File: src/asq_pkg.sv
// package for the adc sequencer control block
package asq_pkg;
	// register byte offsets
	localparam logic [11:0] ASQ_OFF_CTRL1 = 12'h000;
	localparam logic [11:0] ASQ_OFF_CTRL2 = 12'h004;
	localparam logic [11:0] ASQ_OFF_CTRL3 = 12'h008;
	localparam logic [11:0] ASQ_OFF_CTRL4 = 12'h00c;

	// control one fields
	localparam int ASQ_B_ON      = 15;
	localparam int ASQ_B_RES12   = 10;
	localparam int ASQ_B_TRIG_LO = 5;
	localparam int ASQ_B_SIMULTANEOUS_SAMPLE_SEL  = 3;
	localparam int ASQ_B_AUTO    = 2;
	localparam int ASQ_B_SAMPLE_ACTIVE    = 1;
	localparam int ASQ_B_DONE    = 0;
	// control two fields
	localparam int ASQ_B_VREF_LO = 13;
	localparam int ASQ_B_SCAN    = 10;
	localparam int ASQ_B_CHCNT   = 8;
	localparam int ASQ_B_BUFFER_HALF_STATUS    = 7;
	localparam int ASQ_B_SMPI_LO = 2;
	localparam int ASQ_B_BUFFER_SPLIT_MODE    = 1;
	localparam int ASQ_B_ALTERNATE_INPUT_MODE    = 0;
	// control three fields
	localparam int ASQ_B_RCSEL   = 15;
	localparam int ASQ_B_SAMC_LO = 8;

	localparam logic [15:0] ASQ_MASK_CTRL1 = 16'h84ef;
	localparam logic [15:0] ASQ_MASK_CTRL2 = 16'he73f;
	localparam logic [15:0] ASQ_MASK_CTRL3 = 16'h9fff;
	localparam logic [15:0] ASQ_MASK_CTRL4 = 16'h0007;
	localparam logic [15:0] ASQ_RST_CTRL   = 16'h0000;

	localparam logic [2:0] ASQ_TRIG_SW    = 3'h0;
	localparam logic [2:0] ASQ_TRIG_PIN   = 3'h1;
	localparam logic [2:0] ASQ_TRIG_TMRA  = 3'h2;
	localparam logic [2:0] ASQ_TRIG_TMRB  = 3'h4;
	localparam logic [2:0] ASQ_TRIG_AUTO  = 3'h7;
	localparam logic [7:0] ASQ_DIV_LIMIT  = 8'h40;

	typedef enum logic [1:0] {
		ASQ_VREF_SUPPLY,
		ASQ_VREF_EXT_POS,
		ASQ_VREF_EXT_NEG,
		ASQ_VREF_EXT_BOTH
	} asq_vref_e;

	typedef enum {ASQ_IDLE, ASQ_SAMPLE, ASQ_CONVERT} asq_state_e;

	// view of the current sequence handed to the analog side
	typedef struct packed {
		logic [3:0] ch_mask;
		logic       simultaneous;
		logic       use_sample_b;
		logic       scan_ch0;
		asq_vref_e  vref;
		logic       clk_from_rc;
	} asq_seq_s;
endpackage : asq_pkg
File: src/asq_adc_seq.sv
// adc sampling, conversion sequencing and dma pacing control
`timescale 1ns/100ps
// Notes on behaviour
// - simultaneous sample one, two or four channels
// - simultaneous bit reads zero in 12-bit
// - auto start resamples after conversion ends
// - sample bit high while tracking
// - software or hardware trigger ends sampling
// - done flag set at end, cleared at start
// - software clears done only; no side effect
// - reference field selects supply or external
// - scan enable steps channel-0 input
// - channel count picks channels converted
// - channel count reads zero in 12-bit
// - buffer half bit shows filling half
// - increment every value-plus-one operations
// - split mode alternates fill start halves
// - alternate mode toggles sample a/b
// - clock source bit picks rc or divider
// - auto sample time in conversion clocks
// - sample time used only for counter trigger
// - divider gives period of value+1 cycles; values of 64 and up stop the clock
// - divider ignored when rc clock chosen
// - dma length gives two-power words per input
// - trigger code picks conversion start event
// - resolution bit selects 12-bit single channel
// - converter on bit enables the module
module asq_adc_seq #(
	parameter int CONV_TAD = 12
) (
	input  wire logic              i_sys_clk,
	input  wire logic              i_sys_rst,
	input  wire logic              psel,
	input  wire logic              penable,
	input  wire logic              pwrite,
	input  wire logic [11:0]       paddr,
	input  wire logic [31:0]       pwdata,
	output logic      [31:0]       prdata,
	output logic                   pready,
	output logic                   pslverr,
	input  wire logic              i_rc_tick,
	input  wire logic              i_trig_pin,
	input  wire logic              i_trig_tmr_a,
	input  wire logic              i_trig_tmr_b,
	output asq_pkg::asq_seq_s      o_seq,
	output logic                   o_sampling,
	output logic                   o_conv_start,
	output logic                   o_dma_req,
	output logic [7:0]             o_dma_words
);
	import asq_pkg::*;

	logic [15:0] ctrl1_reg, ctrl2_reg, ctrl3_reg, ctrl4_reg;
	logic        sample_active_reg, done_reg, buffer_half_status_reg, alt_reg;
	logic [7:0]  div_cnt_reg;
	logic        tad_tick_reg;
	logic [4:0]  samc_cnt_reg;
	logic [4:0]  tad_cnt_reg;
	logic [3:0]  smpi_cnt_reg;
	logic [1:0]  seq_cnt_reg;
	asq_state_e  state_reg;

	logic       on, res12, simultaneous_sample_sel, auto_start, wr, rd, sw_set, sw_clr, trig_hit;
	logic [2:0] trig;
	logic [1:0] chcnt;
	logic [7:0] div;
	logic       conv_end;

	// read value of a register, with reserved bits forced low
	function automatic logic [15:0] rd_mux(input logic [11:0] a);
		logic [15:0] v;
		v = 16'h0000;
		unique case (a)
			ASQ_OFF_CTRL1: begin
				v = ctrl1_reg & ASQ_MASK_CTRL1;
				v[ASQ_B_SIMULTANEOUS_SAMPLE_SEL] = simultaneous_sample_sel;
				v[ASQ_B_SAMPLE_ACTIVE] = sample_active_reg;
				v[ASQ_B_DONE] = done_reg;
			end
			ASQ_OFF_CTRL2: begin
				v = ctrl2_reg & ASQ_MASK_CTRL2;
				v[ASQ_B_CHCNT +: 2] = chcnt;
				v[ASQ_B_BUFFER_HALF_STATUS] = buffer_half_status_reg & ctrl2_reg[ASQ_B_BUFFER_SPLIT_MODE];
			end
			ASQ_OFF_CTRL3: v = ctrl3_reg & ASQ_MASK_CTRL3;
			ASQ_OFF_CTRL4: v = ctrl4_reg & ASQ_MASK_CTRL4;
			default:       v = 16'h0000;
		endcase
		return v;
	endfunction : rd_mux

	assign on         = ctrl1_reg[ASQ_B_ON];
	assign res12      = ctrl1_reg[ASQ_B_RES12];
	assign simultaneous_sample_sel     = ctrl1_reg[ASQ_B_SIMULTANEOUS_SAMPLE_SEL] & ~res12;
	assign auto_start = ctrl1_reg[ASQ_B_AUTO];
	assign trig       = ctrl1_reg[ASQ_B_TRIG_LO +: 3];
	assign chcnt      = res12 ? 2'h0 : ctrl2_reg[ASQ_B_CHCNT +: 2];
	assign div        = ctrl3_reg[7:0];
	assign wr         = psel & penable & pwrite;
	assign rd         = psel & penable & ~pwrite;
	assign sw_set     = wr && paddr == ASQ_OFF_CTRL1 && pwdata[ASQ_B_SAMPLE_ACTIVE];
	assign sw_clr     = wr && paddr == ASQ_OFF_CTRL1 && !pwdata[ASQ_B_SAMPLE_ACTIVE];
	assign conv_end   = state_reg == ASQ_CONVERT && tad_tick_reg && tad_cnt_reg == 5'h00;

	// trigger decode; reserved codes never fire
	always_comb begin
		unique case (trig)
			ASQ_TRIG_SW:   trig_hit = sw_clr;
			ASQ_TRIG_PIN:  trig_hit = i_trig_pin;
			ASQ_TRIG_TMRA: trig_hit = i_trig_tmr_a;
			ASQ_TRIG_TMRB: trig_hit = i_trig_tmr_b;
			ASQ_TRIG_AUTO: trig_hit = tad_tick_reg && samc_cnt_reg == 5'h00;
			default:       trig_hit = 1'b0;
		endcase
	end

	// apb slave: zero wait, error on unmapped
	always_ff @(posedge i_sys_clk or posedge i_sys_rst) begin
		if (i_sys_rst) begin
			prdata  <= 32'h0000_0000;
			pready  <= 1'b0;
			pslverr <= 1'b0;
		end else begin
			pready  <= psel & ~penable;
			pslverr <= psel & ~penable & (paddr > ASQ_OFF_CTRL4 || paddr[1:0] != 2'h0);
			prdata  <= (psel & ~penable & ~pwrite) ? {16'h0000, rd_mux(paddr)} : prdata;
		end
	end

	// control registers, taken when pready is seen high
	always_ff @(posedge i_sys_clk or posedge i_sys_rst) begin
		if (i_sys_rst) begin
			ctrl1_reg <= ASQ_RST_CTRL;
			ctrl2_reg <= ASQ_RST_CTRL;
			ctrl3_reg <= ASQ_RST_CTRL;
			ctrl4_reg <= ASQ_RST_CTRL;
		end else if (wr && pready) begin
			unique case (paddr)
				ASQ_OFF_CTRL1: ctrl1_reg <= pwdata[15:0] & ASQ_MASK_CTRL1;
				ASQ_OFF_CTRL2: ctrl2_reg <= pwdata[15:0] & ASQ_MASK_CTRL2;
				ASQ_OFF_CTRL3: ctrl3_reg <= pwdata[15:0] & ASQ_MASK_CTRL3;
				ASQ_OFF_CTRL4: ctrl4_reg <= pwdata[15:0] & ASQ_MASK_CTRL4;
				default:       ctrl1_reg <= ctrl1_reg;
			endcase
		end
	end

	// conversion clock: rc tick or system clock divided by value+1, no ticks for values of 64 and up
	always_ff @(posedge i_sys_clk or posedge i_sys_rst) begin
		if (i_sys_rst) begin
			div_cnt_reg  <= 8'h00;
			tad_tick_reg <= 1'b0;
		end else if (ctrl3_reg[ASQ_B_RCSEL]) begin
			div_cnt_reg  <= 8'h00;
			tad_tick_reg <= i_rc_tick;
		end else if (div_cnt_reg >= div || div >= ASQ_DIV_LIMIT) begin
			div_cnt_reg  <= 8'h00;
			tad_tick_reg <= div < ASQ_DIV_LIMIT;
		end else begin
			div_cnt_reg  <= div_cnt_reg + 8'h01;
			tad_tick_reg <= 1'b0;
		end
	end

	// sample / convert sequencer
	always_ff @(posedge i_sys_clk or posedge i_sys_rst) begin
		if (i_sys_rst) begin
			state_reg    <= ASQ_IDLE;
			sample_active_reg     <= 1'b0;
			samc_cnt_reg <= 5'h00;
			tad_cnt_reg  <= 5'h00;
			o_conv_start <= 1'b0;
		end else begin
			o_conv_start <= 1'b0;
			if (!on) begin
				state_reg <= ASQ_IDLE;
				sample_active_reg  <= 1'b0;
			end else begin
				unique case (state_reg)
					ASQ_IDLE: if (auto_start || sw_set) begin
						state_reg    <= ASQ_SAMPLE;
						sample_active_reg     <= 1'b1;
						samc_cnt_reg <= ctrl3_reg[ASQ_B_SAMC_LO +: 5];
					end
					ASQ_SAMPLE: begin
						if (tad_tick_reg && samc_cnt_reg != 5'h00)
							samc_cnt_reg <= samc_cnt_reg - 5'h01;
						if (trig_hit) begin
							state_reg    <= ASQ_CONVERT;
							sample_active_reg     <= 1'b0;
							o_conv_start <= 1'b1;
							tad_cnt_reg  <= 5'(CONV_TAD - 1);
						end
					end
					ASQ_CONVERT: begin
						if (tad_tick_reg && tad_cnt_reg != 5'h00)
							tad_cnt_reg <= tad_cnt_reg - 5'h01;
						if (conv_end) begin
							state_reg    <= auto_start ? ASQ_SAMPLE : ASQ_IDLE;
							sample_active_reg     <= auto_start;
							samc_cnt_reg <= ctrl3_reg[ASQ_B_SAMC_LO +: 5];
						end
					end
				endcase
			end
		end
	end

	// done flag: hardware set wins over software clear
	always_ff @(posedge i_sys_clk or posedge i_sys_rst) begin
		if (i_sys_rst)
			done_reg <= 1'b0;
		else if (conv_end)
			done_reg <= 1'b1;
		else if (o_conv_start)
			done_reg <= 1'b0;
		else if (wr && pready && paddr == ASQ_OFF_CTRL1 && !pwdata[ASQ_B_DONE])
			done_reg <= 1'b0;
	end

	// channel walk, dma pacing, buffer halves, alternate inputs
	always_ff @(posedge i_sys_clk or posedge i_sys_rst) begin
		if (i_sys_rst) begin
			seq_cnt_reg  <= 2'h0;
			smpi_cnt_reg <= 4'h0;
			buffer_half_status_reg     <= 1'b0;
			alt_reg      <= 1'b0;
			o_dma_req    <= 1'b0;
		end else begin
			o_dma_req <= 1'b0;
			if (!ctrl2_reg[ASQ_B_BUFFER_SPLIT_MODE])
				buffer_half_status_reg <= 1'b0;
			if (conv_end) begin
				// sequential mode converts channels one at a time
				if (!simultaneous_sample_sel && seq_cnt_reg < chcnt_last(chcnt))
					seq_cnt_reg <= seq_cnt_reg + 2'h1;
				else begin
					seq_cnt_reg <= 2'h0;
					alt_reg     <= ctrl2_reg[ASQ_B_ALTERNATE_INPUT_MODE] & ~alt_reg;
					if (smpi_cnt_reg >= ctrl2_reg[ASQ_B_SMPI_LO +: 4]) begin
						smpi_cnt_reg <= 4'h0;
						o_dma_req    <= 1'b1;
						buffer_half_status_reg     <= ctrl2_reg[ASQ_B_BUFFER_SPLIT_MODE] & ~buffer_half_status_reg;
					end else
						smpi_cnt_reg <= smpi_cnt_reg + 4'h1;
				end
			end
		end
	end

	// last channel index for a channel-count code
	function automatic logic [1:0] chcnt_last(input logic [1:0] c);
		return c[1] ? 2'h3 : (c[0] ? 2'h1 : 2'h0);
	endfunction : chcnt_last

	// analog-side view, registered
	always_ff @(posedge i_sys_clk or posedge i_sys_rst) begin
		if (i_sys_rst) begin
			o_seq       <= '0;
			o_sampling  <= 1'b0;
			o_dma_words <= 8'h01;
		end else begin
			o_sampling         <= sample_active_reg;
			o_seq.simultaneous <= simultaneous_sample_sel;
			o_seq.ch_mask      <= simultaneous_sample_sel ? 4'((1 << (3'(chcnt_last(chcnt)) + 3'h1)) - 1)
				: 4'(1 << seq_cnt_reg);
			o_seq.use_sample_b <= alt_reg;
			o_seq.scan_ch0     <= ctrl2_reg[ASQ_B_SCAN] & ~alt_reg;
			o_seq.clk_from_rc  <= ctrl3_reg[ASQ_B_RCSEL];
			o_seq.vref         <= ctrl2_reg[ASQ_B_VREF_LO + 2] ? ASQ_VREF_SUPPLY
				: asq_vref_e'(ctrl2_reg[ASQ_B_VREF_LO +: 2]);
			o_dma_words        <= 8'(1 << ctrl4_reg[2:0]);
		end
	end
endmodule : asq_adc_seq

File: config.mk
export PLATFORM = sky130hd
export DESIGN_NAME = asq_adc_seq
export DESIGN_NICKNAME = d
export VERILOG_FILES = /design/src/asq_pkg.sv /design/src/asq_adc_seq.sv
export SDC_FILE = /design/constraint.sdc
export NUM_CORES = 1
export LEC_CHECK = 0
export ABC_AREA = 1
export BUFFER_PORTS_ARGS = -buffer_cell sky130_fd_sc_hd__buf_4
export CAP_MARGIN = 20
export CORE_MARGIN = 1.5
export CORE_UTILIZATION = 51
export DETAILED_ROUTE_END_ITERATION = 8
export HOLD_SLACK_MARGIN = 0.02
export PLACE_DENSITY = 0.75
export SLEW_MARGIN = 15
export SYNTH_ARGS = -nofsm -noshare
export SYNTH_HDL_FRONTEND = slang
export SYNTH_SLANG_ARGS = --single-unit
File: constraint.sdc
create_clock -name i_sys_clk -period 3.4 [get_ports i_sys_clk]
set_input_delay 0.17 -clock i_sys_clk [delete_from_list [all_inputs] [get_ports i_sys_clk]]
set_output_delay 0.17 -clock i_sys_clk [all_outputs]
set_load 0.02 [all_outputs]
==> flow_summary.yaml <==
outcome:
  outcome: "completed"
setup_path:
  cp.arrival_ns: 2.34
  critPathSlowestCell: "inv_1"
  slowest_delay_ns: 0.57
  crit_type: "in2reg"
  crit_buf_inv: 3
  critPathLaunchType: "primary input"
  endpoint_kind: "register"
  cp_top_family: "buffers and inverters"
  reg2reg_slack_ns: 1.54
  cp.required_ns: 3.72
  crit_chain: "dlygate4sd3_1 -> buf_4 -> nor2_1 -> nand2_1 -> inv_1 -> o21ai_0 -> nand2_1"
  cpMostUsedCell: "nand2_1"
  crit_fanout: 19
place:
  globalplace.congestion: 0.875
  portBuffers: 75
  dpl.hpwl_mm: 9.16
  placed_cells_incl_taps: 833
route:
  vias: 4430
  top_layer: "met4"
  wirelength_mm: 12.3
  route.met3.wl_um: 488
  wl_met1_mm: 5.51
  ant_nets: 0
  viasPerCell: 5.17
  dr_wl_met2_mm: 5.96
  first_iter_violations: 204
  dr.pass1.iters: 4
  drc_errors: 0
  wl_per_cell_um: 14.3
pwr:
  ir_drop_mv: 0.378
  power.density_mw_per_mm2: 456
  p_leak_nw: 3.29
floorplan:
  coreArea_mm2: 0.0103
  num_rows: 37
  die_area_mm2: 0.0112
  die_x_um: 106
  die_h_um: 106
  start_util: 0.524
  pin_count: 108
global_routing:
  grt_usage: 0.232
  antenna_found_initial: 0
  grt_pass1_vias: 4380
  grt_max_degree: 90
  overflow: 0
  grt_first_pass_wirelength_mm: 20.7
timing:
  relSlewSlack: 0.482
  post-route-min-period_ns: 2.02
  drv_slew: 0
  fin_setup_tns_ns: 0
  max_slew.worst_pin.slew_ns: 0.777
  rsz0062_at_grt: "no"
  fmax_ghz: 0.495
  setup_viol: 0
  min_period_over_period: 0.594
  fin_skew_ns: 0.0131
  hold_viol_final: 0
finish:
  fill_cells: 902
  antennaDiodeCount: 0
  drive_gt1_frac: 0.190
  syn_to_final_growth_pct: 16.6
  seqCellArea_mm2: 0.00263
  fin_nets: 792
  multi_input_area_mm2: 0.00235
  final_cells: 857
  largest_register_ffs: 16
clock_tree:
  clock_path_buffers: 2
  cts.clk_slew.worst_paths_ns: 0.11
  post_cts_buffers: 0
  cts_resized: 0
  clk-insertion-delay-late_ns: 0.37
  htreeDepth: 3
  cts_tree: "built"
  cts.sinks: 105
  cts-root-buf: "clkbuf_8"
  cts_buffers: 9
synth:
  synth_edf_count: 0
  syn-cell-area_mm2: 0.00541
  synth.mux.area_fraction: 0
  yosysMostFrequentCell: "nand2_1"
  synth_area_per_cell_um2: 8.59
  yosysWarnings: 0
  syn_inst: 629
  synth.distinct_cells: 40
  synth_top_area_frac: 0.481
  yosys.area_share.simple: 0.269
  synth_area_leader_cell: "dfrtp_1"
  synth_seq_cells: 105
  synth_top_family_by_area: "simple AND/OR/NAND/NOR gates"
  synth.area.top_cells: "dfrtp_1, nand2_1, inv_1"
  synth-adder-area-share: 0.0532
  ys.flop_type: "dfrtp_1"
  synth_compound_area_frac: 0.0880
  ys_seq_area_frac: 0.486
  synthArstFlopShare: 1.00
  synth-xor-area-share: 0.0130
  synthTopCellsByCount: "nand2_1, dfrtp_1, inv_1, nand3_1, nor2_1"
worst_hold_path:
  min_path_type: "in2reg"
run:
  drv_cap: 0
[cell type report]
type                            count  area share
Tap cell                          136      0.0270
Clock inverter                      6     0.00914
Inverter                           81      0.0493
Sequential cell                   105       0.417
Timing Repair Buffer               85       0.104
Multi-Input combinational cell    434       0.373
Clock buffer                       10      0.0203
[layout by cell type (no fill, tap or decap), types with 5 or more instances in the layout]
cell type and instances:
ha_1 23, o21ai_1 13, dfrtp_1 104, nor2_1 40, nand4_1 14, nand2_1 165, nand3_1 43, clkbuf_8 9
a21oi_1 11, o21ai_2 9, dlygate4sd3_1 8, nand2_4 5, nor3_1 14, buf_4 77, inv_1 77, nor2_4 5
o31ai_1 6, nand2_2 9, xor2_1 6, conb_1 16, o21ai_0 27
[path summary, 6_finish.rpt]
kind,startpoint,to,cells past startpoint
setup / recovery,penable,prdata[1]$_DFFE_PP0P_,7
hold / removal,pwdata[15],ctrl1_reg[15]$_DFFE_PP0P_,3
setup reg to reg,tad_cnt_reg[0]$_DFFE_PP0P_,buffer_half_status_reg$_DFF_PP0_,9
hold reg to reg,alt_reg$_DFFE_PP0P_,o_seq[4]$_DFF_PP0_,0
max in group asynchronous,i_sys_rst,pready$_DFF_PP0_,4
min in group asynchronous,i_sys_rst,o_dma_words[3]$_DFF_PP0_,3
[through the flow]
stage | hold slack (ns) | setup slack, ns | utilization | instance area, um2 | power (mW)
final | 0.0344 | 1.38 | 0.610 | 6300 | 2.87
after global routing | 0.0334 | 1.22 | 0.610 | 6300 | 3.04
after CTS | 0.0208 | 1.40 | 0.609 | 6290 | 2.89
after detailed placement | 0.375 | 1.56 | 0.584 | 6030 | 2.14
after global placement | 0.368 | 1.58 | 0.584 | 6030 | 2.10
after floorplan | 0.241 | 0.471 | - | 5460 | 1.95
[cell families (layout without fill, tap and decap cells)]
kind of cell / after synthesis / after routing
AND/OR/NAND/NOR: 308 / 308
flip-flops: 105 / 105
buffers and inverters: 105 / 182
AO/OA/AOI/OAI: 79 / 79
adder cells (fa/ha/maj): 23 / 23
XOR/XNOR: 8 / 8
other: 1 / 16
[worst reg2reg max path, delay by kind of cell, from the launching register on]
kind | cells | cell delay (ns)
fa+ha+maj | 1 | 0.19
flops | 1 | 0.43
simple gates | 6 | 0.92
buf+inv | 2 | 0.22
[power by group]
group | leakage (nW) | switching (mW) | internal, mW
sequential | 1.38 | 0.0849 | 1.34
clock | 0.0953 | 0.463 | 0.286
combinational | 1.82 | 0.453 | 0.252
total | 3.29 | 1.00 | 1.87
[routing by layer]
layer / GRT usage / vias to the layer above
li1: - / 2176
met1: 0.307 / 2107
met2: 0.381 / 121
met3: 0.0325 / 26
met4: 0.105 / 0
met5: 0 / -
[timing repair]
item / CTS / global route
hold endpoints to repair: 8 / 2
hold buffers: 7 / 1
setup endpoints to repair: 0 / 0
Power figures use the tool's default switching activity.
